**src/rtl/afe_pin_pkg.sv**
```systemverilog
// Purpose: Shared constants for the front-end pin function logic
// Assumes: One master clock domain; serial pins arrive asynchronously
// Notes:   Pin vector indices describe the synchroniser input order
package afe_pin_pkg;

  // Synchronised pin vector layout
  localparam int PIN_COUNT = 7;
  localparam int PIN_SCK   = 0;
  localparam int PIN_CS    = 1;
  localparam int PIN_SDI   = 2;
  localparam int PIN_RST   = 3;
  localparam int PIN_MODE  = 4;
  localparam int PIN_DR    = 5;
  localparam int PIN_OSC1  = 6;
  // Chip select idles high, everything else low
  localparam logic [PIN_COUNT-1:0] PIN_RESET_VAL = 7'h02;

  // Interface mode encoding
  localparam logic MODE_SPI      = 1'b0;
  localparam logic MODE_TWO_WIRE = 1'b1;

  // Cycles for the pin synchroniser to fill before the power-on latch
  localparam logic [2:0] SETTLE_CYCLES = 3'h3;
  localparam logic [2:0] SETTLE_DONE   = 3'h4;

  // Clock tree: prescale 1/2/4/8, then divide by four
  localparam int         PRE_W       = 2;
  localparam int         PRE_CNT_W   = 3;
  localparam logic [1:0] DIGITAL_SAMPLE_CLOCK_LAST  = 2'h3;
  // Oversampling ratio is 32 shifted left by a 3-bit code
  localparam int          OSR_CODE_W = 3;
  localparam int          OSR_CNT_W  = 12;
  localparam logic [12:0] OSR_BASE   = 13'h0020;
  // Ready pulse lasts half a sample period: two analog clock periods
  localparam int         DR_CNT_W    = 5;
  localparam logic [4:0] DR_HALF_DM  = 5'h02;

  // Serial command framing
  localparam int CMD_W        = 8;
  localparam int CMD_READ_BIT = 0;
  localparam logic [3:0] CMD_LAST_BIT = 4'h7;

  // 2-wire pin select widths
  localparam int GAIN_W    = 2;
  localparam int OSR_SEL_W = 2;

  typedef enum {
    S_IDLE,
    S_CMD,
    S_WRITE,
    S_READ,
    S_FRAME
  } serial_state_t;

endpackage : afe_pin_pkg

```
**src/rtl/afe_pin_logic.sv**
```systemverilog
// Purpose: Pin-level digital logic of a single-channel delta-sigma front end
// Assumes: mclk is the master clock; pins are asynchronous to it
// Notes:   Serial clock is oversampled, so it must stay well below mclk/6
`timescale 1ns/100ps

module afe_pin_logic #(
  parameter int WORD_W = 24
) (
  input  wire logic                                mclk,
  input  wire logic                                rst_n,
  input  wire logic                                watchdog_reset,
  input  wire logic                                external_clock_select,
  input  wire logic                                external_reference_select,
  input  wire logic                                bitstream_output_enable,
  input  wire logic                                ready_pin_drive_select,
  input  wire logic [afe_pin_pkg::PRE_W-1:0]       prescale,
  input  wire logic [afe_pin_pkg::OSR_CODE_W-1:0]  osr_code,
  input  wire logic                                modulator_bit,
  input  wire logic [WORD_W-1:0]                   sample_data,
  input  wire logic                                sample_valid,
  output logic                                     sample_ready,
  input  wire logic                                reset_pin_n,
  input  wire logic                                crystal_out_mode_pin,
  input  wire logic                                crystal_in_clock_in,
  input  wire logic                                data_ready_n_in,
  input  wire logic                                cs_n,
  input  wire logic                                sck,
  input  wire logic                                sdi,
  output logic                                     bitstream_pin_out,
  output logic                                     bitstream_pin_oe,
  output logic                                     data_ready_n_out,
  output logic                                     data_ready_n_oe,
  output logic                                     sdo_out,
  output logic                                     sdo_oe,
  output logic                                     oscillator_enable,
  output logic                                     clock_from_pin,
  output logic                                     internal_ref_enable,
  output logic                                     ref_out_switch_on,
  output logic                                     two_wire_mode,
  output logic [afe_pin_pkg::GAIN_W-1:0]           gain_sel,
  output logic                                     boost_sel,
  output logic [afe_pin_pkg::OSR_SEL_W-1:0]        osr_sel,
  output logic                                     analog_clock_en,
  output logic                                     sample_clock_en,
  output logic                                     rate_clock_en
);

  localparam int CNT_W = $clog2(WORD_W) + 1;
  localparam logic [CNT_W-1:0] WORD_END = CNT_W'(WORD_W);
  localparam int PC = afe_pin_pkg::PIN_COUNT;

  // Reset release through two flops
  logic rst_meta_q, rst_int_n;
  always_ff @(posedge mclk or negedge rst_n) begin
    if (!rst_n) begin
      rst_meta_q <= 1'b0;
      rst_int_n  <= 1'b0;
    end else begin
      rst_meta_q <= 1'b1;
      rst_int_n  <= rst_meta_q;
    end
  end

  // Pin synchroniser: three stages, a change counts when stages 2 and 3 agree
  logic [PC-1:0] pins_raw, s1_q, s2_q, s3_q, filt_q, filt_d;
  assign pins_raw = {crystal_in_clock_in, data_ready_n_in,
                     crystal_out_mode_pin, reset_pin_n, sdi, cs_n, sck};
  always_comb begin
    filt_d = (s2_q & s3_q) | (filt_q & (s2_q ^ s3_q));
  end
  always_ff @(posedge mclk or negedge rst_int_n) begin
    if (!rst_int_n) begin
      s1_q   <= afe_pin_pkg::PIN_RESET_VAL;
      s2_q   <= afe_pin_pkg::PIN_RESET_VAL;
      s3_q   <= afe_pin_pkg::PIN_RESET_VAL;
      filt_q <= afe_pin_pkg::PIN_RESET_VAL;
    end else begin
      s1_q   <= pins_raw;
      s2_q   <= s1_q;
      s3_q   <= s2_q;
      filt_q <= filt_d;
    end
  end

  logic sck_rise, sck_fall, cs_fall, cs_high;
  assign sck_rise = filt_d[afe_pin_pkg::PIN_SCK] & ~filt_q[afe_pin_pkg::PIN_SCK];
  assign sck_fall = ~filt_d[afe_pin_pkg::PIN_SCK] & filt_q[afe_pin_pkg::PIN_SCK];
  assign cs_fall  = ~filt_d[afe_pin_pkg::PIN_CS] & filt_q[afe_pin_pkg::PIN_CS];
  assign cs_high  = filt_d[afe_pin_pkg::PIN_CS];

  // Mode and 2-wire select latch
  logic [2:0] settle_q, settle_d;
  logic       two_wire_q, two_wire_d, boost_q, boost_d;
  logic [afe_pin_pkg::GAIN_W-1:0]    gain_q, gain_d;
  logic [afe_pin_pkg::OSR_SEL_W-1:0] osr_sel_q, osr_sel_d;
  logic mr_active, mr_release, latch_ev;

  // Reset pin only acts as master reset while in SPI mode
  assign mr_active  = (two_wire_q == afe_pin_pkg::MODE_SPI) &
                      ~filt_q[afe_pin_pkg::PIN_RST];
  assign mr_release = mr_active & filt_d[afe_pin_pkg::PIN_RST];
  assign latch_ev   = (settle_q == afe_pin_pkg::SETTLE_CYCLES) |
                      mr_release | watchdog_reset;

  always_comb begin
    settle_d  = (settle_q == afe_pin_pkg::SETTLE_DONE) ?
                settle_q : settle_q + 3'h1;
    two_wire_d = two_wire_q;
    gain_d     = gain_q;
    boost_d    = boost_q;
    osr_sel_d  = osr_sel_q;
    if (latch_ev) begin
      // With the crystal in use the mode pin is a crystal pin: SPI only
      two_wire_d = external_clock_select &
                   filt_d[afe_pin_pkg::PIN_MODE];
    end
    if (latch_ev && two_wire_d == afe_pin_pkg::MODE_TWO_WIRE) begin
      gain_d    = {filt_d[afe_pin_pkg::PIN_DR],
                   filt_d[afe_pin_pkg::PIN_OSC1]};
      boost_d   = filt_d[afe_pin_pkg::PIN_CS];
      osr_sel_d = {filt_d[afe_pin_pkg::PIN_SDI],
                   filt_d[afe_pin_pkg::PIN_RST]};
    end
  end
  always_ff @(posedge mclk or negedge rst_int_n) begin
    if (!rst_int_n) begin
      settle_q   <= 3'h0;
      two_wire_q <= afe_pin_pkg::MODE_SPI;
      gain_q     <= '0;
      boost_q    <= 1'b0;
      osr_sel_q  <= '0;
    end else begin
      settle_q   <= settle_d;
      two_wire_q <= two_wire_d;
      gain_q     <= gain_d;
      boost_q    <= boost_d;
      osr_sel_q  <= osr_sel_d;
    end
  end

  // Clock tree enables; the enables stop and the counters clear under master reset
  logic [afe_pin_pkg::PRE_CNT_W-1:0] pre_cnt_q, pre_cnt_d, pre_max;
  logic [1:0]                        dm_cnt_q, dm_cnt_d;
  logic [afe_pin_pkg::OSR_CNT_W-1:0] osr_cnt_q, osr_cnt_d, osr_max;
  logic [afe_pin_pkg::DR_CNT_W-1:0]  dr_cnt_q, dr_cnt_d;
  logic analog_master_clock_en, digital_sample_clock_en, output_rate_clock_en, bs_q, bs_d;

  assign pre_max  = afe_pin_pkg::PRE_CNT_W'((4'h1 << prescale) - 4'h1);
  assign osr_max  = afe_pin_pkg::OSR_CNT_W'(
                    (afe_pin_pkg::OSR_BASE << osr_code) - 13'h0001);
  assign analog_master_clock_en = ~mr_active & (pre_cnt_q == pre_max);
  assign digital_sample_clock_en = analog_master_clock_en & (dm_cnt_q == afe_pin_pkg::DIGITAL_SAMPLE_CLOCK_LAST);
  assign output_rate_clock_en = digital_sample_clock_en & (osr_cnt_q == osr_max);

  always_comb begin
    pre_cnt_d = pre_cnt_q;
    dm_cnt_d  = dm_cnt_q;
    osr_cnt_d = osr_cnt_q;
    dr_cnt_d  = dr_cnt_q;
    bs_d      = bs_q;
    if (mr_active) begin
      pre_cnt_d = '0;
      dm_cnt_d  = '0;
      osr_cnt_d = '0;
      dr_cnt_d  = '0;
    end else begin
      pre_cnt_d = analog_master_clock_en ? '0 : pre_cnt_q + 1'b1;
      if (analog_master_clock_en) begin
        dm_cnt_d = dm_cnt_q + 2'h1;
        bs_d     = modulator_bit;
      end
      if (digital_sample_clock_en) begin
        osr_cnt_d = output_rate_clock_en ? '0 : osr_cnt_q + 1'b1;
      end
      // Not tied to any read: the pulse simply times out
      if (output_rate_clock_en) begin
        dr_cnt_d = afe_pin_pkg::DR_CNT_W'(
                   afe_pin_pkg::DR_HALF_DM << prescale);
      end else if (dr_cnt_q != '0) begin
        dr_cnt_d = dr_cnt_q - 1'b1;
      end
    end
  end
  always_ff @(posedge mclk or negedge rst_int_n) begin
    if (!rst_int_n) begin
      pre_cnt_q <= '0;
      dm_cnt_q  <= '0;
      osr_cnt_q <= '0;
      dr_cnt_q  <= '0;
      bs_q      <= 1'b0;
    end else begin
      pre_cnt_q <= pre_cnt_d;
      dm_cnt_q  <= dm_cnt_d;
      osr_cnt_q <= osr_cnt_d;
      dr_cnt_q  <= dr_cnt_d;
      bs_q      <= bs_d;
    end
  end

  // Two-entry sample buffer between the converter and the serial output
  logic [WORD_W-1:0] mem_q [2];
  logic [WORD_W-1:0] mem_d [2];
  logic       wr_ptr_q, wr_ptr_d, rd_ptr_q, rd_ptr_d, push, pop, buf_valid;
  logic [1:0] cnt_q, cnt_d;
  logic [WORD_W-1:0] head;

  assign sample_ready = (cnt_q != 2'h2) & ~mr_active;
  assign push         = sample_valid & sample_ready;
  assign buf_valid    = (cnt_q != 2'h0);
  assign head         = mem_q[rd_ptr_q];

  always_comb begin
    mem_d    = mem_q;
    wr_ptr_d = wr_ptr_q;
    rd_ptr_d = rd_ptr_q;
    cnt_d    = cnt_q;
    if (mr_active) begin
      wr_ptr_d = 1'b0;
      rd_ptr_d = 1'b0;
      cnt_d    = 2'h0;
    end else begin
      if (push) begin
        mem_d[wr_ptr_q] = sample_data;
        wr_ptr_d        = ~wr_ptr_q;
      end
      if (pop) begin
        rd_ptr_d = ~rd_ptr_q;
      end
      cnt_d = cnt_q + {1'b0, push} - {1'b0, pop};
    end
  end
  always_ff @(posedge mclk or negedge rst_int_n) begin
    if (!rst_int_n) begin
      mem_q[0] <= '0;
      mem_q[1] <= '0;
      wr_ptr_q <= 1'b0;
      rd_ptr_q <= 1'b0;
      cnt_q    <= 2'h0;
    end else begin
      mem_q    <= mem_d;
      wr_ptr_q <= wr_ptr_d;
      rd_ptr_q <= rd_ptr_d;
      cnt_q    <= cnt_d;
    end
  end

  // Serial engine: SPI command/read and 2-wire frames
  afe_pin_pkg::serial_state_t state_q, state_d;
  logic [CNT_W-1:0]              bit_cnt_q, bit_cnt_d;
  logic [afe_pin_pkg::CMD_W-1:0] cmd_q, cmd_d;
  logic [WORD_W-1:0]             sh_q, sh_d;
  logic                          sdo_q, sdo_d;

  always_comb begin
    state_d   = state_q;
    bit_cnt_d = bit_cnt_q;
    cmd_d     = cmd_q;
    sh_d      = sh_q;
    sdo_d     = sdo_q;
    pop       = 1'b0;
    case (state_q)
      afe_pin_pkg::S_IDLE: begin
        if (!two_wire_q && !mr_active && cs_fall) begin
          state_d   = afe_pin_pkg::S_CMD;
          bit_cnt_d = '0;
        end else if (two_wire_q && output_rate_clock_en && buf_valid) begin
          state_d   = afe_pin_pkg::S_FRAME;
          sh_d      = head;
          pop       = 1'b1;
          bit_cnt_d = '0;
        end
      end
      afe_pin_pkg::S_CMD: begin
        if (sck_rise) begin
          cmd_d     = {cmd_q[afe_pin_pkg::CMD_W-2:0],
                       filt_d[afe_pin_pkg::PIN_SDI]};
          bit_cnt_d = bit_cnt_q + 1'b1;
          if (bit_cnt_q == CNT_W'(afe_pin_pkg::CMD_LAST_BIT)) begin
            bit_cnt_d = WORD_END;
            state_d   = cmd_d[afe_pin_pkg::CMD_READ_BIT] ?
                        afe_pin_pkg::S_READ : afe_pin_pkg::S_WRITE;
          end
        end
      end
      afe_pin_pkg::S_WRITE: begin
        state_d = afe_pin_pkg::S_WRITE;
      end
      afe_pin_pkg::S_READ: begin
        if (sck_fall) begin
          // Continuous read: each word end fetches the next sample
          if (bit_cnt_q == WORD_END) begin
            sdo_d     = buf_valid & head[WORD_W-1];
            sh_d      = buf_valid ? {head[WORD_W-2:0], 1'b0} : '0;
            pop       = buf_valid;
            bit_cnt_d = CNT_W'(1);
          end else begin
            sdo_d     = sh_q[WORD_W-1];
            sh_d      = {sh_q[WORD_W-2:0], 1'b0};
            bit_cnt_d = bit_cnt_q + 1'b1;
          end
        end
      end
      afe_pin_pkg::S_FRAME: begin
        if (sck_fall) begin
          if (bit_cnt_q == WORD_END) begin
            state_d = afe_pin_pkg::S_IDLE;
          end else begin
            sdo_d     = sh_q[WORD_W-1];
            sh_d      = {sh_q[WORD_W-2:0], 1'b0};
            bit_cnt_d = bit_cnt_q + 1'b1;
          end
        end
      end
      default: begin
        state_d = afe_pin_pkg::S_IDLE;
      end
    endcase
    // Chip select high or reset pin low ends any SPI transaction
    if (!two_wire_q && (cs_high || mr_active)) begin
      state_d = afe_pin_pkg::S_IDLE;
    end
  end
  always_ff @(posedge mclk or negedge rst_int_n) begin
    if (!rst_int_n) begin
      state_q   <= afe_pin_pkg::S_IDLE;
      bit_cnt_q <= '0;
      cmd_q     <= '0;
      sh_q      <= '0;
      sdo_q     <= 1'b0;
    end else begin
      state_q   <= state_d;
      bit_cnt_q <= bit_cnt_d;
      cmd_q     <= cmd_d;
      sh_q      <= sh_d;
      sdo_q     <= sdo_d;
    end
  end

  // Pin drivers
  logic spi_mode, dr_low;
  assign spi_mode          = (two_wire_q == afe_pin_pkg::MODE_SPI);
  assign dr_low            = (dr_cnt_q != '0);
  assign bitstream_pin_out = bs_q;
  assign bitstream_pin_oe  = bitstream_output_enable & spi_mode;
  assign data_ready_n_out  = ~dr_low;
  // The pin is a gain input in 2-wire mode, so never driven there
  assign data_ready_n_oe   = spi_mode & ~bitstream_output_enable &
                             (dr_low | ready_pin_drive_select);
  assign sdo_out           = sdo_q;
  assign sdo_oe            = (state_q == afe_pin_pkg::S_READ) |
                             (state_q == afe_pin_pkg::S_FRAME);
  assign oscillator_enable = ~external_clock_select;
  assign clock_from_pin    = external_clock_select;
  assign internal_ref_enable = ~external_reference_select;
  assign ref_out_switch_on   = ~external_reference_select;
  assign two_wire_mode     = two_wire_q;
  assign gain_sel          = gain_q;
  assign boost_sel         = boost_q;
  assign osr_sel           = osr_sel_q;
  assign analog_clock_en   = analog_master_clock_en;
  assign sample_clock_en   = digital_sample_clock_en;
  assign rate_clock_en     = output_rate_clock_en;

  a_bs_off_hiz: assert property (@(posedge mclk) disable iff (!rst_int_n)
    !bitstream_output_enable |-> !bitstream_pin_oe)
    else $error("bitstream pin driven while disabled");
  a_bs_follows_mod: assert property (@(posedge mclk) disable iff (!rst_int_n)
    analog_master_clock_en |=> bitstream_pin_out == $past(modulator_bit))
    else $error("bitstream not updated on analog clock");
  a_dr_off_bs: assert property (@(posedge mclk) disable iff (!rst_int_n)
    bitstream_pin_oe |-> !data_ready_n_oe)
    else $error("ready pin driven with bitstream enabled");
  a_bs_two_wire: assert property (@(posedge mclk) disable iff (!rst_int_n)
    two_wire_q |-> !bitstream_pin_oe && !data_ready_n_oe)
    else $error("pin driven in 2-wire mode");
  a_dr_idle_drive: assert property (@(posedge mclk) disable iff (!rst_int_n)
    spi_mode && !bitstream_output_enable && !dr_low
      |-> data_ready_n_oe == ready_pin_drive_select)
    else $error("ready pin idle drive wrong");
  a_dr_pulse_load: assert property (@(posedge mclk) disable iff (!rst_int_n)
    output_rate_clock_en && !mr_active |=> dr_cnt_q == 5'(5'h02 << $past(prescale)))
    else $error("ready pulse width wrong");
  a_dr_pulse_run: assert property (@(posedge mclk) disable iff (!rst_int_n)
    dr_low && !output_rate_clock_en && !mr_active |=> dr_cnt_q == $past(dr_cnt_q) - 5'h01)
    else $error("ready pulse not counting down");
  a_mode_hold: assert property (@(posedge mclk) disable iff (!rst_int_n)
    !latch_ev |=> $stable(two_wire_q))
    else $error("mode changed without latch event");
  a_sel_hold: assert property (@(posedge mclk) disable iff (!rst_int_n)
    !latch_ev |=> $stable(gain_q) && $stable(boost_q) && $stable(osr_sel_q))
    else $error("2-wire selects changed between latches");
  a_reset_blocks: assert property (@(posedge mclk) disable iff (!rst_int_n)
    mr_active |=> state_q == afe_pin_pkg::S_IDLE && !sdo_oe)
    else $error("serial activity during reset pin low");
  a_reset_clock_stop: assert property (@(posedge mclk) disable iff (!rst_int_n)
    mr_active |-> !analog_master_clock_en ##1 !dr_low)
    else $error("clocks running during reset pin low");
  a_sdo_cmd_hiz: assert property (@(posedge mclk) disable iff (!rst_int_n)
    state_q == afe_pin_pkg::S_CMD || state_q == afe_pin_pkg::S_WRITE
      |-> !sdo_oe)
    else $error("serial output driven outside a read");
  a_sample_div4: assert property (@(posedge mclk) disable iff (!rst_int_n)
    digital_sample_clock_en |-> dm_cnt_q == 2'h3 && analog_master_clock_en)
    else $error("sample clock not analog clock over four");

endmodule // afe_pin_logic

```
**config.mk**
```make
export PLATFORM = sky130hd
export DESIGN_NAME = afe_pin_logic
export DESIGN_NICKNAME = d
export VERILOG_FILES = /design/src/rtl/afe_pin_pkg.sv /design/src/rtl/afe_pin_logic.sv
export SDC_FILE = /design/constraint.sdc
export NUM_CORES = 1
export LEC_CHECK = 0
export BUFFER_PORTS_ARGS = -buffer_cell sky130_fd_sc_hd__buf_2
export CORE_ASPECT_RATIO = 0.7
export CORE_MARGIN = 8
export CORE_UTILIZATION = 50
export CTS_CLUSTER_SIZE = 10
export DETAILED_ROUTE_END_ITERATION = 8
export PLACE_DENSITY = 0.72
export SKIP_CTS_REPAIR_TIMING = 1
export SLEW_MARGIN = 20
export SYNTH_ARGS = -nofsm -noshare
export SYNTH_HDL_FRONTEND = slang
export SYNTH_SLANG_ARGS = --single-unit
```
**constraint.sdc**
```tcl
create_clock -name mclk -period 12.36 [get_ports mclk]
set_input_delay 1.236 -clock mclk [delete_from_list [all_inputs] [get_ports mclk]]
set_output_delay 1.236 -clock mclk [all_outputs]
set_load 0.02 [all_outputs]
```
### Word-level counts from Yosys, hierarchy flattened

Cells that the tools add are included.

| storage, ports and cells | value |
|---|---|
| bits in registers | 177 |
| latch bits | 0 |
| bits in writable memories | 0 |
| memory bits (read-only) | 0 |
| output and inout bits | 20 |
| word-level logic and storage cells | 190 |
| memories | 0 |

| operators by class | value |
|---|---|
| add/sub/neg operators | 10 |
| multiply operators | 0 |
| divide/modulo/power cells | 0 |
| magnitude comparators | 3 |
| equal/unequal tests | 27 |
| shift-type cells | 3 |
| multiplexer cells | 58 |
| bitwise gates (word level) | 37 |
| reduce and logical (&&, ||, !) cells | 27 |

Operators by type and width:

| cell | count |
|---|---|
| 24-bit 2-to-1 mux | 11 |
| 32-bit 2-to-1 mux | 7 |
| 32-bit case mux with 5 select lines | 1 |
| 24-bit case mux with 3 select lines | 1 |
| 32-bit by 2-bit == test with 1-bit output, second input constant | 2 |
| 32-bit by 3-bit == test with 1-bit output, second input constant | 2 |
| 48-bit bitwise mux | 1 |
| 6-bit 2-to-1 mux | 8 |
| 12-bit 2-to-1 mux | 3 |
| 32-bit by 1-bit == test with 1-bit output, second input constant | 1 |
| 32-bit by 4-bit == test with 1-bit output, second input constant | 1 |
| 32-bit logical NOT | 1 |
| 24-bit demux with 1-bit select | 1 |
| 6-bit case mux with 4 select lines | 1 |
| 6-bit AND reduction | 3 |
| 2-bit inequality test, second input constant | 8 |
| 1-bit AND | 15 |
| 5-bit 2-to-1 mux | 3 |
| 3-bit inequality test, second input constant | 5 |
| 7-bit AND | 2 |
| 1-bit 2-to-1 mux | 14 |
| 12-bit by 1-bit adder with 12-bit output, second input constant | 1 |
| 12-bit == test | 1 |
| 1-bit NOT | 12 |
| other kinds (36) | 60 |

### Logic depth before layout (Yosys ltp)

Gate-level depths: netlist (run 1).

| logic depth | value |
|---|---|
| depth in word-level cells | 13 |
| depth in mapped cells | 13 |

### Least setup slack after synthesis (run 1)

No wires, ideal clock.

| timing path | value |
|---|---|
| path kind | input -> output |
| start point | input osr_code[1] (netlist name) |
| end point | output rate_clock_en |
| arrival time | 2.616 ns |
| required time | 11.124 ns |
| setup slack | 8.508 ns |
| stages | 7 |
| path buffers | 2 |
| cells stage by stage | buf_2 -> and3_1 -> o31ai_1 -> a21oi_1 -> a311o_1 -> buf_6 -> nor2_2 |

| on the way | value |
|---|---|
| word-level cells in the longest chain between the ends | 4 |

Ends and longest elaborated chain:

| what | RTL line | source |
|---|---|---|
| start: declaration | afe_pin_logic.sv:17 | `input wire logic [afe_pin_pkg::OSR_CODE_W-1:0] osr_code,` |
| 6-bit by 3-bit << shifter with 12-bit output | afe_pin_logic.sv:150 | `(afe_pin_pkg::OSR_BASE << osr_code) - 13'h0001);` |
| 12-bit by 1-bit subtractor with 12-bit output | afe_pin_logic.sv:150 |  |
| 12-bit == test | afe_pin_logic.sv:153 | `assign output_rate_clock_en = digital_sample_clock_en & (osr_cnt_q == osr_max);` |
| 1-bit AND | afe_pin_logic.sv:153 |  |
| end: declaration | afe_pin_logic.sv:45 | `output logic rate_clock_en` |

No other way between the ends.

### Final worst setup path (run 1)

| timing path | value |
|---|---|
| start point | input osr_code[2] (netlist name) |
| end point | output rate_clock_en |

Same word-level chain as after synthesis.

==> results of run 1 <==
logic make-up after synthesis:
logic type | synth area share (%)
simple gates | 10.5
flops | 52.9
mux | 17.2
compound gates | 10.3
buf+inv | 3.34
fa+ha+maj | 3.39
xor+xnor | 2.38
other cells | 0.0535
cell usage in the layout (no fill, tap or decap), drive strengths merged, types with 3 or more instances in the layout:
master / Yosys / layout
xor2: 7 / 7
mux2: 77 / 77
ha: 19 / 19
and3: 4 / 4
nor2b: 3 / 3
nor2: 35 / 35
nor3: 9 / 9
a21o: 6 / 6
clkbuf: 17 / 18
clkinvlp: 0 / 3
nand4: 4 / 4
o21ai: 17 / 17
a211oi: 3 / 3
a21oi: 22 / 22
or3: 5 / 5
o221ai: 24 / 24
dfstp: 4 / 4
xnor2: 12 / 12
nor3b: 5 / 5
o21bai: 3 / 3
buf: 11 / 71
mux2i: 26 / 26
nand3b: 3 / 3
and2: 3 / 3
inv: 23 / 27
bufinv: 0 / 3
nand2: 57 / 57
clkinv: 0 / 4
dfrtp: 144 / 144
nand3: 13 / 13
registers in the layout (all words and copies together) (netlist names), 2 cells and up:
signal,cells
s1_q,7
osr_sel,2
s2_q,7
cnt_q,2
mem_q,48
dm_cnt_q,2
pre_cnt_q,3
filt_q,7
state_q,3
osr_cnt_q,12
settle_q,3
sh_q,24
s3_q,7
bit_cnt_q,6
dr_cnt_q,5
gain_sel,2
routing by layer:
layer	up-vias	track usage [%]	share of wire [%]
li1	2258	-	-
met1	2382	21.7	47
met2	124	26.7	47
met3	27	4.17	4.4
met4	0	6.38	1.7
met5	-	0	0
path summary, 6_finish.rpt:
check	from	end	slack, ps
max	osr_code[2]	rate_clock_en	8070
min reg2reg	s1_q[6]$_DFF_PN0_	s2_q[6]$_DFF_PN0_	350
max reg2reg	pre_cnt_q[1]$_DFF_PN0_	bit_cnt_q[5]$_DFFE_PN0P_	9400
min in group asynchronous	rst_int_n$_DFF_PN0_	mem_q[6]$_DFFE_PN0P_	460
min	s1_q[6]$_DFF_PN0_	s2_q[6]$_DFF_PN0_	350
max in group asynchronous	rst_int_n$_DFF_PN0_	mem_q[17]$_DFFE_PN0P_	10380
cell type report:
type / count / share of cell area (%)
well taps: 190 / 2.94
multi-input cells: 394 / 37.9
repair buffers: 71 / 4.61
clock inverters: 14 / 2.16
flip-flops and latches: 148 / 45.9
clock buffers: 18 / 5.43
inverters: 23 / 1.07
per-stage QoR:
stage / std cells / hold WS [ps] / total power, mW / utilization, % / setup slack [ps]
after global placement: 826 / 332 / 1.04 / 54.2 / 8190
final: 858 / 346 / 1.58 / 58.7 / 8070
after global routing: 858 / 350 / 1.67 / 58.7 / 7990
after detailed placement: 826 / 336 / 1.06 / 54.2 / 8080
after floorplan: 593 / 331 / 0.970 / - / 7940
after CTS: 858 / 349 / 1.60 / 58.7 / 8090
synth_stat cells, types with 16 or more instances:
cell      instances
nand2_1          56
a21oi_1          21
inv_1            22
mux2_2           57
o221ai_1         24
mux2_4           20
ha_1             19
clkbuf_1         16
mux2i_1          26
nor2_1           34
dfrtp_1         144
power groups by stage:
stage	clock network [mW]	logic [mW]	registers, mW
CTS	0.541	0.352	0.705
floorplan	0	0.267	0.703
detailed placement	0	0.348	0.712
finish	0.531	0.347	0.704
global route	0.563	0.383	0.723
global placement	0	0.333	0.703
==> metrics.md, run 1 <==
| Metric | Value |
|---|---|
| Status | `complete, no violations` |
| Largest net degree at the start of global routing | `79` |
| Routed WL | `14300 µm` |
| Detail Route Antenna Nets | `0` |
| CP endpoint kind | `primary output` |
| CTS max path bufs | `2` |
| First-pass GRT wire length | `24200 µm` |
| All-Layer GR Usage | `16.7%` |
| Switching part of the total | `27.6%` |
| Nets | `719` |
| Final Hold Viols | `0` |
| Flip-flop and latch count after synthesis | `148` |
| Comb power frac | `22.0%` |
| CTS Root Cell | `clkbuf_16` |
| Lkg Pwr | `3.58 nW` |
| Crit-path max cell delay | `500 ps` |
| Post-synth top area share | `51.4%` |
| Yosys cell types | `64` |
| Clock latency on the worst-skew pair | `420 ps` |
| Crit path DAT | `3060 ps` |
| CTS Buf Count | `17` |
| Period Utilization, post-route | `34.7%` |
| CP max stage cell | `a311o_1` |
| Sequential cell area | `3710 µm²` |
| Worst-path clk slew | `60 ps` |
| Pre-antenna DRT Iters | `5` |
| DP Area | `7470 µm²` |
| Crit path kind | `in -> out` |
| Startpoint types | `primary input` |
| Internal | `1.15 mW` |
| Die area | `18100 µm²` |
| Max_slew headroom | `30.0%` |
| Fin Clk Skew | `11.2 ps` |
| Cell Area, Synth | `7010 µm²` |
| # Max-Cap Violations | `0` |
| Req. time, crit path | `11120 ps` |
| Final-report setup violation count | `0` |
| Worst reg2reg path depth | `9` |
| DRC errors left | `0` |
| Filler instances | `1127` |
| Antenna Cells | `0` |
| Cell count after synthesis | `593` |
| WHS Path Cells | `0` |
| Crit path buf inv count | `2` |
| Worst Tran Pin Value | `1040 ps` |
| Final slew viol count | `0` |
| Crit-path max FO | `10` |
| Multi-input gate area | `3070 µm²` |
| Total net switching power | `0.437 mW` |
| Port Buffers | `64` |
| TritonCTS clock tree | `done` |
| Total global routing overflow | `0` |
| Detail Placement HPWL | `9770 µm` |
| H-Tree Level Count | `4` |
| CTS sink cnt | `148` |
| Synth warnings | `0` |
| Initial Utilization | `50.8%` |
| Crit-path cells | `buf_2 > nor3_1 > nor3b_1 > a21oi_1 > a311o_1 > nor2_2 > buf_2` |
| 1st-iter DRT viols | `319` |
| Initial antenna violation count | `0` |
| Vias in the first global route | `4965` |
| Sequential area share after synthesis | `52.9%` |
| Vias per cell | `5.58` |
| Top cells by area, synth | `dfrtp_1 (51%), mux2_2 (9.2%), mux2_4 (4.3%)` |
| Peak VDD IR | `0.0000980 V` |
| Core Area | `13800 µm²` |
| Pwr dens | `196 nW/µm²` |
| Clk pwr share | `33.5%` |
| Syn nets | `657` |
| Layout cells sized above 1 | `29.5%` |
| I/O Pins | `65` |
| Min Tclk post-route | `4290 ps` |
| Wire per inst | `16.7 µm` |
| Post-synth EDFFs | `0` |
| Syn_area_per_cell | `11.8 µm²` |
| FMAX | `233 MHz` |
| Synth area leader | `dfrtp_1` |
| Area growth syn-to-layout | `15.5%` |
| DIE WIDTH | `157 µm` |
| Crit-path most repeated cell | `buf_2` |
| Setup TNS | `0 ps` |
| Hold Crit Class | `reg -> reg` |
| Seq pwr share | `44.5%` |
| WP depth | `7` |
| DR vias | `4791` |
| Die height | `115 µm` |
| Row count | `36` |
| Cell area after layout | `8090 µm²` |
| RSZ-0062 raised after global routing | `no` |
| Most used DFF post-synth | `dfrtp_1` |
| Gpl congestion | `0.834` |
| Crit path max-delay family | `simple AND/OR/NAND/NOR gates` |
| Ys async rst share | `100%` |
No activity file was read; power rests on OpenSTA's default activity.
==> run 2: changes to the inputs <==
==> constraint.sdc (replaced) <==
create_clock -name mclk -period 4.4 [get_ports mclk]
set_input_delay 0.44 -clock mclk [delete_from_list [all_inputs] [get_ports mclk]]
set_output_delay 0.44 -clock mclk [all_outputs]
set_load 0.02 [all_outputs]
==> run 2 against run 1 <==
Effect of this change:
- non-clock buffer count increased by 1
- hold slack got worse by 230 ps
- sequential share of layout area increased by 0.24 points
- power increased to 2.7 times the previous value
- utilization decreased by 0.30 points
- combinational power increased to 2.9 times the previous value
- highest routed layer unchanged
==> metrics.md, run 2 (synthesized netlist as in run 1, its figures left out) <==
| Metric | Value |
|---|---|
| Crit path DAT | `3210 ps (was 3060 ps)` |
| 1st-iter DRT viols | `275 (was 319)` |
| Total global routing overflow | `0 (unchanged)` |
| Die area | `18100 µm² (unchanged)` |
| Die height | `115 µm (unchanged)` |
| CTS Buf Count | `17 (unchanged)` |
| Final Total Pwr | `4.32 mW (was 1.58 mW)` |
| Grt peak-use layer | `met2 (unchanged)` |
| Final Hold Viols | `0 (unchanged)` |
| Clock latency on the worst-skew pair | `430 ps (was 420 ps)` |
| CTS max path bufs | `2 (unchanged)` |
| Gpl congestion | `0.859 (was 0.834)` |
| Initial Utilization | `50.8% (unchanged)` |
| CP max stage cell | `o21ai_1 (was a311o_1)` |
| H-Tree Level Count | `4 (unchanged)` |
| All-Layer GR Usage | `17.0% (was 16.7%)` |
| Filler instances | `1136 (was 1127)` |
| Routed WL | `14200 µm (was 14300 µm)` |
| Crit-path max cell delay | `680 ps (was 500 ps)` |
| Port Buffers | `64 (unchanged)` |
| Most common cell after layout, fill and taps aside | `dfrtp_1 (unchanged)` |
| Detail Route Antenna Nets | `0 (unchanged)` |
| Final slew viol count | `0 (unchanged)` |
| Req. time, crit path | `4720 ps (was 11120 ps)` |
| Met1 global-route usage | `21.7% (about the same)` |
| CTS Root Cell | `clkbuf_16 (unchanged)` |
| Area growth syn-to-layout | `14.9% (was 15.5%)` |
| CP endpoint kind | `register (was primary output)` |
| Fin Clk Skew | `14.1 ps (was 11.2 ps)` |
| DRC errors left | `0 (unchanged)` |
| Max_slew headroom | `30.1% (was 30.0%)` |
| Vias in the first global route | `4925 (was 4965)` |
| Vias per cell | `5.54 (was 5.58)` |
| Top Registers | `mem_q (48), sh_q (24), osr_cnt_q (12) (unchanged)` |
| Crit path kind | `reg -> reg (was in -> out)` |
| Nets | `720 (was 719)` |
| Layout cells sized above 1 | `28.8% (was 29.5%)` |
| Crit-path max FO | `13 (was 10)` |
| Peak VDD IR | `0.000293 V (was 0.0000980 V)` |
| Row count | `36 (unchanged)` |
| Core Area | `13800 µm² (unchanged)` |
| RSZ-0062 raised after global routing | `no (unchanged)` |
| Initial antenna violation count | `0 (unchanged)` |
| CTS sink cnt | `148 (unchanged)` |
| Met2 global-route usage | `26.7% (unchanged)` |
| Largest Register | `mem_q (unchanged)` |
| Pwr dens | `536 nW/µm² (was 196 nW/µm²)` |
| Period Utilization, post-route | `65.8%` |
| Setup TNS | `0 ps (unchanged)` |
| Most frequent cells in the layout | `dfrtp_1 (143), buf_2 (64), mux2_2 (57), nand2_1 (55), nor2_1 (33) (unchanged)` |
| Crit-path cells | `nor4b_1 > a22oi_1 > a21oi_2 > nand2_2 > inv_2 > nand4b_1 > o21ai_1 > a21bo_2 > a32o_1 (was buf_2 > nor3_1 > nor3b_1 > a21oi_1 > a311o_1 > nor2_2 > buf_2)` |
| Min Tclk post-route | `2890 ps` |
| First-pass GRT wire length | `24300 µm (was 24200 µm)` |
| I/O Pins | `65 (unchanged)` |
| TritonCTS clock tree | `done (unchanged)` |
| Final-report setup violation count | `0 (unchanged)` |
| Wire per inst | `16.5 µm (was 16.7 µm)` |
| Worst-path clk slew | `60 ps (about the same)` |
| Detail Placement HPWL | `9610 µm (was 9770 µm)` |
| Max FFs per register | `48 (unchanged)` |
| # Max-Cap Violations | `0 (unchanged)` |
| Pre-antenna DRT Iters | `4 (was 5)` |
| Worst Tran Pin Value | `1030 ps (was 1040 ps)` |
| Lkg Pwr | `3.57 nW (was 3.58 nW)` |
| FMAX | `346 MHz` |
| DR vias | `4759 (was 4791)` |
| DIE WIDTH | `157 µm (unchanged)` |
| Status | `complete, no violations (unchanged)` |
| Startpoint types | `register (was primary input)` |
| Reg2reg setup slack | `1510 ps (was 9400 ps)` |
| Met3 Resource Use GR | `4.62% (was 4.17%)` |
| Largest net degree at the start of global routing | `147 (was 79)` |
| Hold Crit Class | `in -> reg (was reg -> reg)` |
| Antenna Cells | `0 (unchanged)` |
-- run 2: changes by cell type in the layout (fill, tap and decap cells not counted), sizes merged --
cell         before  now
clkinv            4    6
bufinv            3    1
clkbuf           18   23
clkinvlp          3    2
inv              27   23
dlygate4sd3       0    1
-- run 2: cell type report --
class	count	area (µm²)	share of cell area, %
Clock buffer	23	468	5.81
Clock inverter	9	82.6	1.03
Inverter	23	86.3	1.07
Multi-Input combinational cell	394	3070	38.1
Sequential cell	148	3710	46.1
Tap cell	190	238	2.95
Timing Repair Buffer	72	395	4.91
-- run 2: final timing paths --
check	startpoint	cells after the start	to
max	pre_cnt_q[1]$_DFF_PN0_	9	bit_cnt_q[5]$_DFFE_PN0P_
min	cs_n	1	s1_q[1]$_DFF_PN1_
max in group asynchronous	rst_int_n$_DFF_PN0_	1	sh_q[18]$_DFFE_PN0P_
min in group asynchronous	rst_n	2	rst_int_n$_DFF_PN0_
min reg2reg	s1_q[6]$_DFF_PN0_	0	s2_q[6]$_DFF_PN0_
max reg2reg	pre_cnt_q[1]$_DFF_PN0_	9	bit_cnt_q[5]$_DFFE_PN0P_
-- run 2: metal layers --
layer	share of wire, %	wire length (µm)
met4	2.1	299
met5	0	0
met3	4.6	650
met2	47	6650
met1	46	6600
-- run 2: where the power goes --
part           switching, mW  internal [mW]
combinational          0.435          0.554
clock                  0.553          0.804
sequential             0.217           1.75
-- run 2: through the flow --
stage | setup slack [ps] | area, µm² | std cells | util, % | hold WS, ps
2_1_floorplan | 1700 | 7010 | 593 | - | 144
3_3_place_gp | 1510 | 7490 | 826 | 54.3 | 226
3_5_place_dp | 1370 | 7490 | 826 | 54.3 | 227
4_1_cts | 1500 | 8040 | 858 | 58.3 | -235
5_1_grt | 1170 | 8050 | 859 | 58.4 | 95.0
6_report | 1510 | 8050 | 859 | 58.4 | 113
-- run 2: critical path, delay by kind of cell, from the launching register on --
| family | cells | cell delay, ps |
|---|---|---|
| simple gates | 3 | 600 |
| buf+inv | 1 | 170 |
| compound gates | 5 | 1590 |
| flops | 1 | 410 |
==> run 3: changes to the inputs <==
==> constraint.sdc (replaced) <==
create_clock -name mclk -period 3 [get_ports mclk]
set_input_delay 0.3 -clock mclk [delete_from_list [all_inputs] [get_ports mclk]]
set_output_delay 0.3 -clock mclk [all_outputs]
set_load 0.02 [all_outputs]
==> run 3 against run 2 <==
Effect of this change:
- critical path depth is 3 lower
- critical endpoint is now rate_clock_en
- clock skew hardly changed
- largest cell class unchanged
- largest power group unchanged
- sequential share of layout area is 1.3 points lower
==> metrics.md, run 3 (synthesized netlist as in run 1, its figures left out) <==
| Metric | Value |
|---|---|
| Status | `complete, no violations (unchanged)` |
| Gpl congestion | `0.871 (was 0.859)` |
| FMAX | `365 MHz` |
| Wire per inst | `16.3 µm (was 16.5 µm)` |
| Detail Placement HPWL | `9720 µm (was 9610 µm)` |
| All-Layer GR Usage | `16.9% (was 17.0%)` |
| Reg2reg end | `sh_q[0]$_DFFE_PN0P_ (was bit_cnt_q[5]$_DFFE_PN0P_)` |
| Min Tclk post-route | `2740 ps` |
| H-Tree Level Count | `4 (unchanged)` |
| DRC errors left | `0 (unchanged)` |
| Area growth syn-to-layout | `18.3% (was 14.9%)` |
| CTS Root Cell | `clkbuf_16 (unchanged)` |
| Layout Cells excl Fill | `872 (was 859)` |
| Core Area | `13800 µm² (unchanged)` |
| Fin Clk Skew | `14.0 ps (was 14.1 ps)` |
| Peak VDD IR | `0.000464 V (was 0.000293 V)` |
| CTS Buf Count | `17 (unchanged)` |
| Worst setup path startpoint | `osr_cnt_q[11]$_DFFE_PN0P_ (was pre_cnt_q[1]$_DFF_PN0_)` |
| Cell area after layout | `8290 µm² (was 8050 µm²)` |
| Vias in the first global route | `4948 (was 4925)` |
| Reg2reg setup slack | `340 ps (was 1510 ps)` |
| PnR worst setup slack | `263 ps (was 1510 ps)` |
| CTS sink cnt | `148 (unchanged)` |
| Most common cell after layout, fill and taps aside | `dfrtp_1 (unchanged)` |
| Antenna Cells | `0 (unchanged)` |
| Clock latency on the worst-skew pair | `420 ps (was 430 ps)` |
| # Max-Cap Violations | `0 (unchanged)` |
| Reg2reg start | `s2_q[0]$_DFF_PN0_ (was pre_cnt_q[1]$_DFF_PN0_)` |
| Crit path kind | `reg -> out (was reg -> reg)` |
| I/O Pins | `65 (unchanged)` |
| Largest net degree at the start of global routing | `62 (was 147)` |
| Pre-antenna DRT Iters | `4 (unchanged)` |
| End point of the critical path | `rate_clock_en (was bit_cnt_q[5]$_DFFE_PN0P_)` |
| 1st-iter DRT viols | `330 (was 275)` |
| Period Utilization, post-route | `91.2%` |
| Detail Route Antenna Nets | `0 (unchanged)` |
| DIE WIDTH | `157 µm (unchanged)` |
| Most frequent cells in the layout | `dfrtp_1 (143), buf_2 (64), mux2_2 (57), nand2_1 (56), nor2_1 (33) (was dfrtp_1 (143), buf_2 (64), mux2_2 (57), nand2_1 (55), nor2_1 (33))` |
| Initial antenna violation count | `0 (unchanged)` |
| DR vias | `4773 (was 4759)` |
| RSZ-0062 raised after global routing | `no (unchanged)` |
| Crit-path cells | `o31ai_1 > a21oi_1 > a311o_1 > buf_4 > nor2_2 > buf_2 (was nor4b_1 > a22oi_1 > a21oi_2 > nand2_2 > inv_2 > nand4b_1 > o21ai_1 > a21bo_2 > a32o_1)` |
| CP max stage cell | `dfrtp_1 (was o21ai_1)` |
| Die area | `18100 µm² (unchanged)` |
| Layout cells sized above 1 | `29.6% (was 28.8%)` |
| CTS max path bufs | `2 (unchanged)` |
| Startpoint types | `register (unchanged)` |
| Post-Place Cells | `832 (was 826)` |
| Req. time, crit path | `2700 ps (was 4720 ps)` |
| Final slew viol count | `0 (unchanged)` |
| Crit-path max FO | `9 (was 13)` |
| Final-report setup violation count | `0 (unchanged)` |
| Total global routing overflow | `0 (unchanged)` |
| Routed WL | `14200 µm (about the same)` |
| Worst-path clk slew | `60 ps (about the same)` |
| Worst reg2reg path depth | `7 (was 9)` |
| Die height | `115 µm (unchanged)` |
| Port Buffers | `64 (unchanged)` |
| DP Area | `7560 µm² (was 7490 µm²)` |
| Final Hold Viols | `0 (unchanged)` |
| Max FFs per register | `48 (unchanged)` |
| Max_slew headroom | `30.2% (was 30.1%)` |
| Worst Tran Pin Value | `1030 ps (about the same)` |
| Crit-path max cell delay | `420 ps (was 680 ps)` |
| Initial Utilization | `50.8% (unchanged)` |
| Final Total Pwr | `6.67 mW (was 4.32 mW)` |
| DP Worst Slack | `291 ps (was 1370 ps)` |
| Vias per cell | `5.47 (was 5.54)` |
| Hold Crit Class | `in -> reg (unchanged)` |
| First-pass GRT wire length | `24300 µm (about the same)` |
| Setup TNS | `0 ps (unchanged)` |
| Pwr dens | `805 nW/µm² (was 536 nW/µm²)` |
| Nets | `733 (was 720)` |
| Crit path DAT | `2440 ps (was 3210 ps)` |
| CP endpoint kind | `primary output (was register)` |
| Lkg Pwr | `3.68 nW (was 3.57 nW)` |
| Row count | `36 (unchanged)` |
| TritonCTS clock tree | `done (unchanged)` |
| Largest Register | `mem_q (unchanged)` |
| Top Registers | `mem_q (48), sh_q (24), osr_cnt_q (12) (unchanged)` |
run 3: changes by cell type in the layout (fill, tap and decap cells not counted), sizes merged:
cell and delta:
dlygate4sd3 +7, buf +6, clkbuf -5, bufinv +4, clkinv +2, clkinvlp -1
run 3: report_power, final:
group          total [mW]  internal [mW]  switching (mW)
Clock                2.30           1.49           0.809
Sequential           2.91           2.57           0.336
Combinational        1.46          0.833           0.632
Total                6.67           4.90            1.78
run 3: routing by layer:
metal,vias up,wire length [µm],track usage (%)
li1,2277,-,-
met1,2390,6720,22.3
met2,98,6760,26.6
met3,8,583,4.58
met4,0,142,5.25
met5,-,0,0
run 3: worst min path at each step:
| stage | cells past startpoint | to | slack (ps) | startpoint |
|---|---|---|---|---|
| 2_1_floorplan | 0 | rst_int_n$_DFF_PN0_ | 4 | rst_n |
| 3_3_place_gp | 1 | rst_meta_q$_DFF_PN0_ | 90 | rst_n |
| 3_5_place_dp | 1 | rst_meta_q$_DFF_PN0_ | 90 | rst_n |
| 4_1_cts | 1 | rst_int_n$_DFF_PN0_ | -360 | rst_n |
| 5_1_grt | 2 | mem_q[12]$_DFFE_PN0P_ | 110 | sample_data[12] |
| 6_report | 2 | mem_q[13]$_DFFE_PN0P_ | 120 | sample_data[13] |
run 3: layout make-up:
class,instances,area [µm²]
multi-input cells,394,3070
fillers,1111,5500
clock buffers,18,439
clock inverters,14,209
repair buffers,85,536
well taps,190,238
inverters,23,86.3
flip-flops and latches,148,3710
run 3: per-stage QoR:
step | utilization (%) | hold slack, ps
2_1_floorplan | - | 4.41
5_1_grt | 60.1 | 111
6_report | 60.1 | 121
3_3_place_gp | 54.8 | 85.6
4_1_cts | 59.5 | -357
3_5_place_dp | 54.8 | 87.2
run 3: critical path: cells and delay by family, from the launching register on:
kind | cells | cell delay, ps
AND/OR/NAND/NOR | 1 | 330
buffers and inverters | 2 | 440
AO/OA/AOI/OAI | 3 | 840
flip-flops | 1 | 420
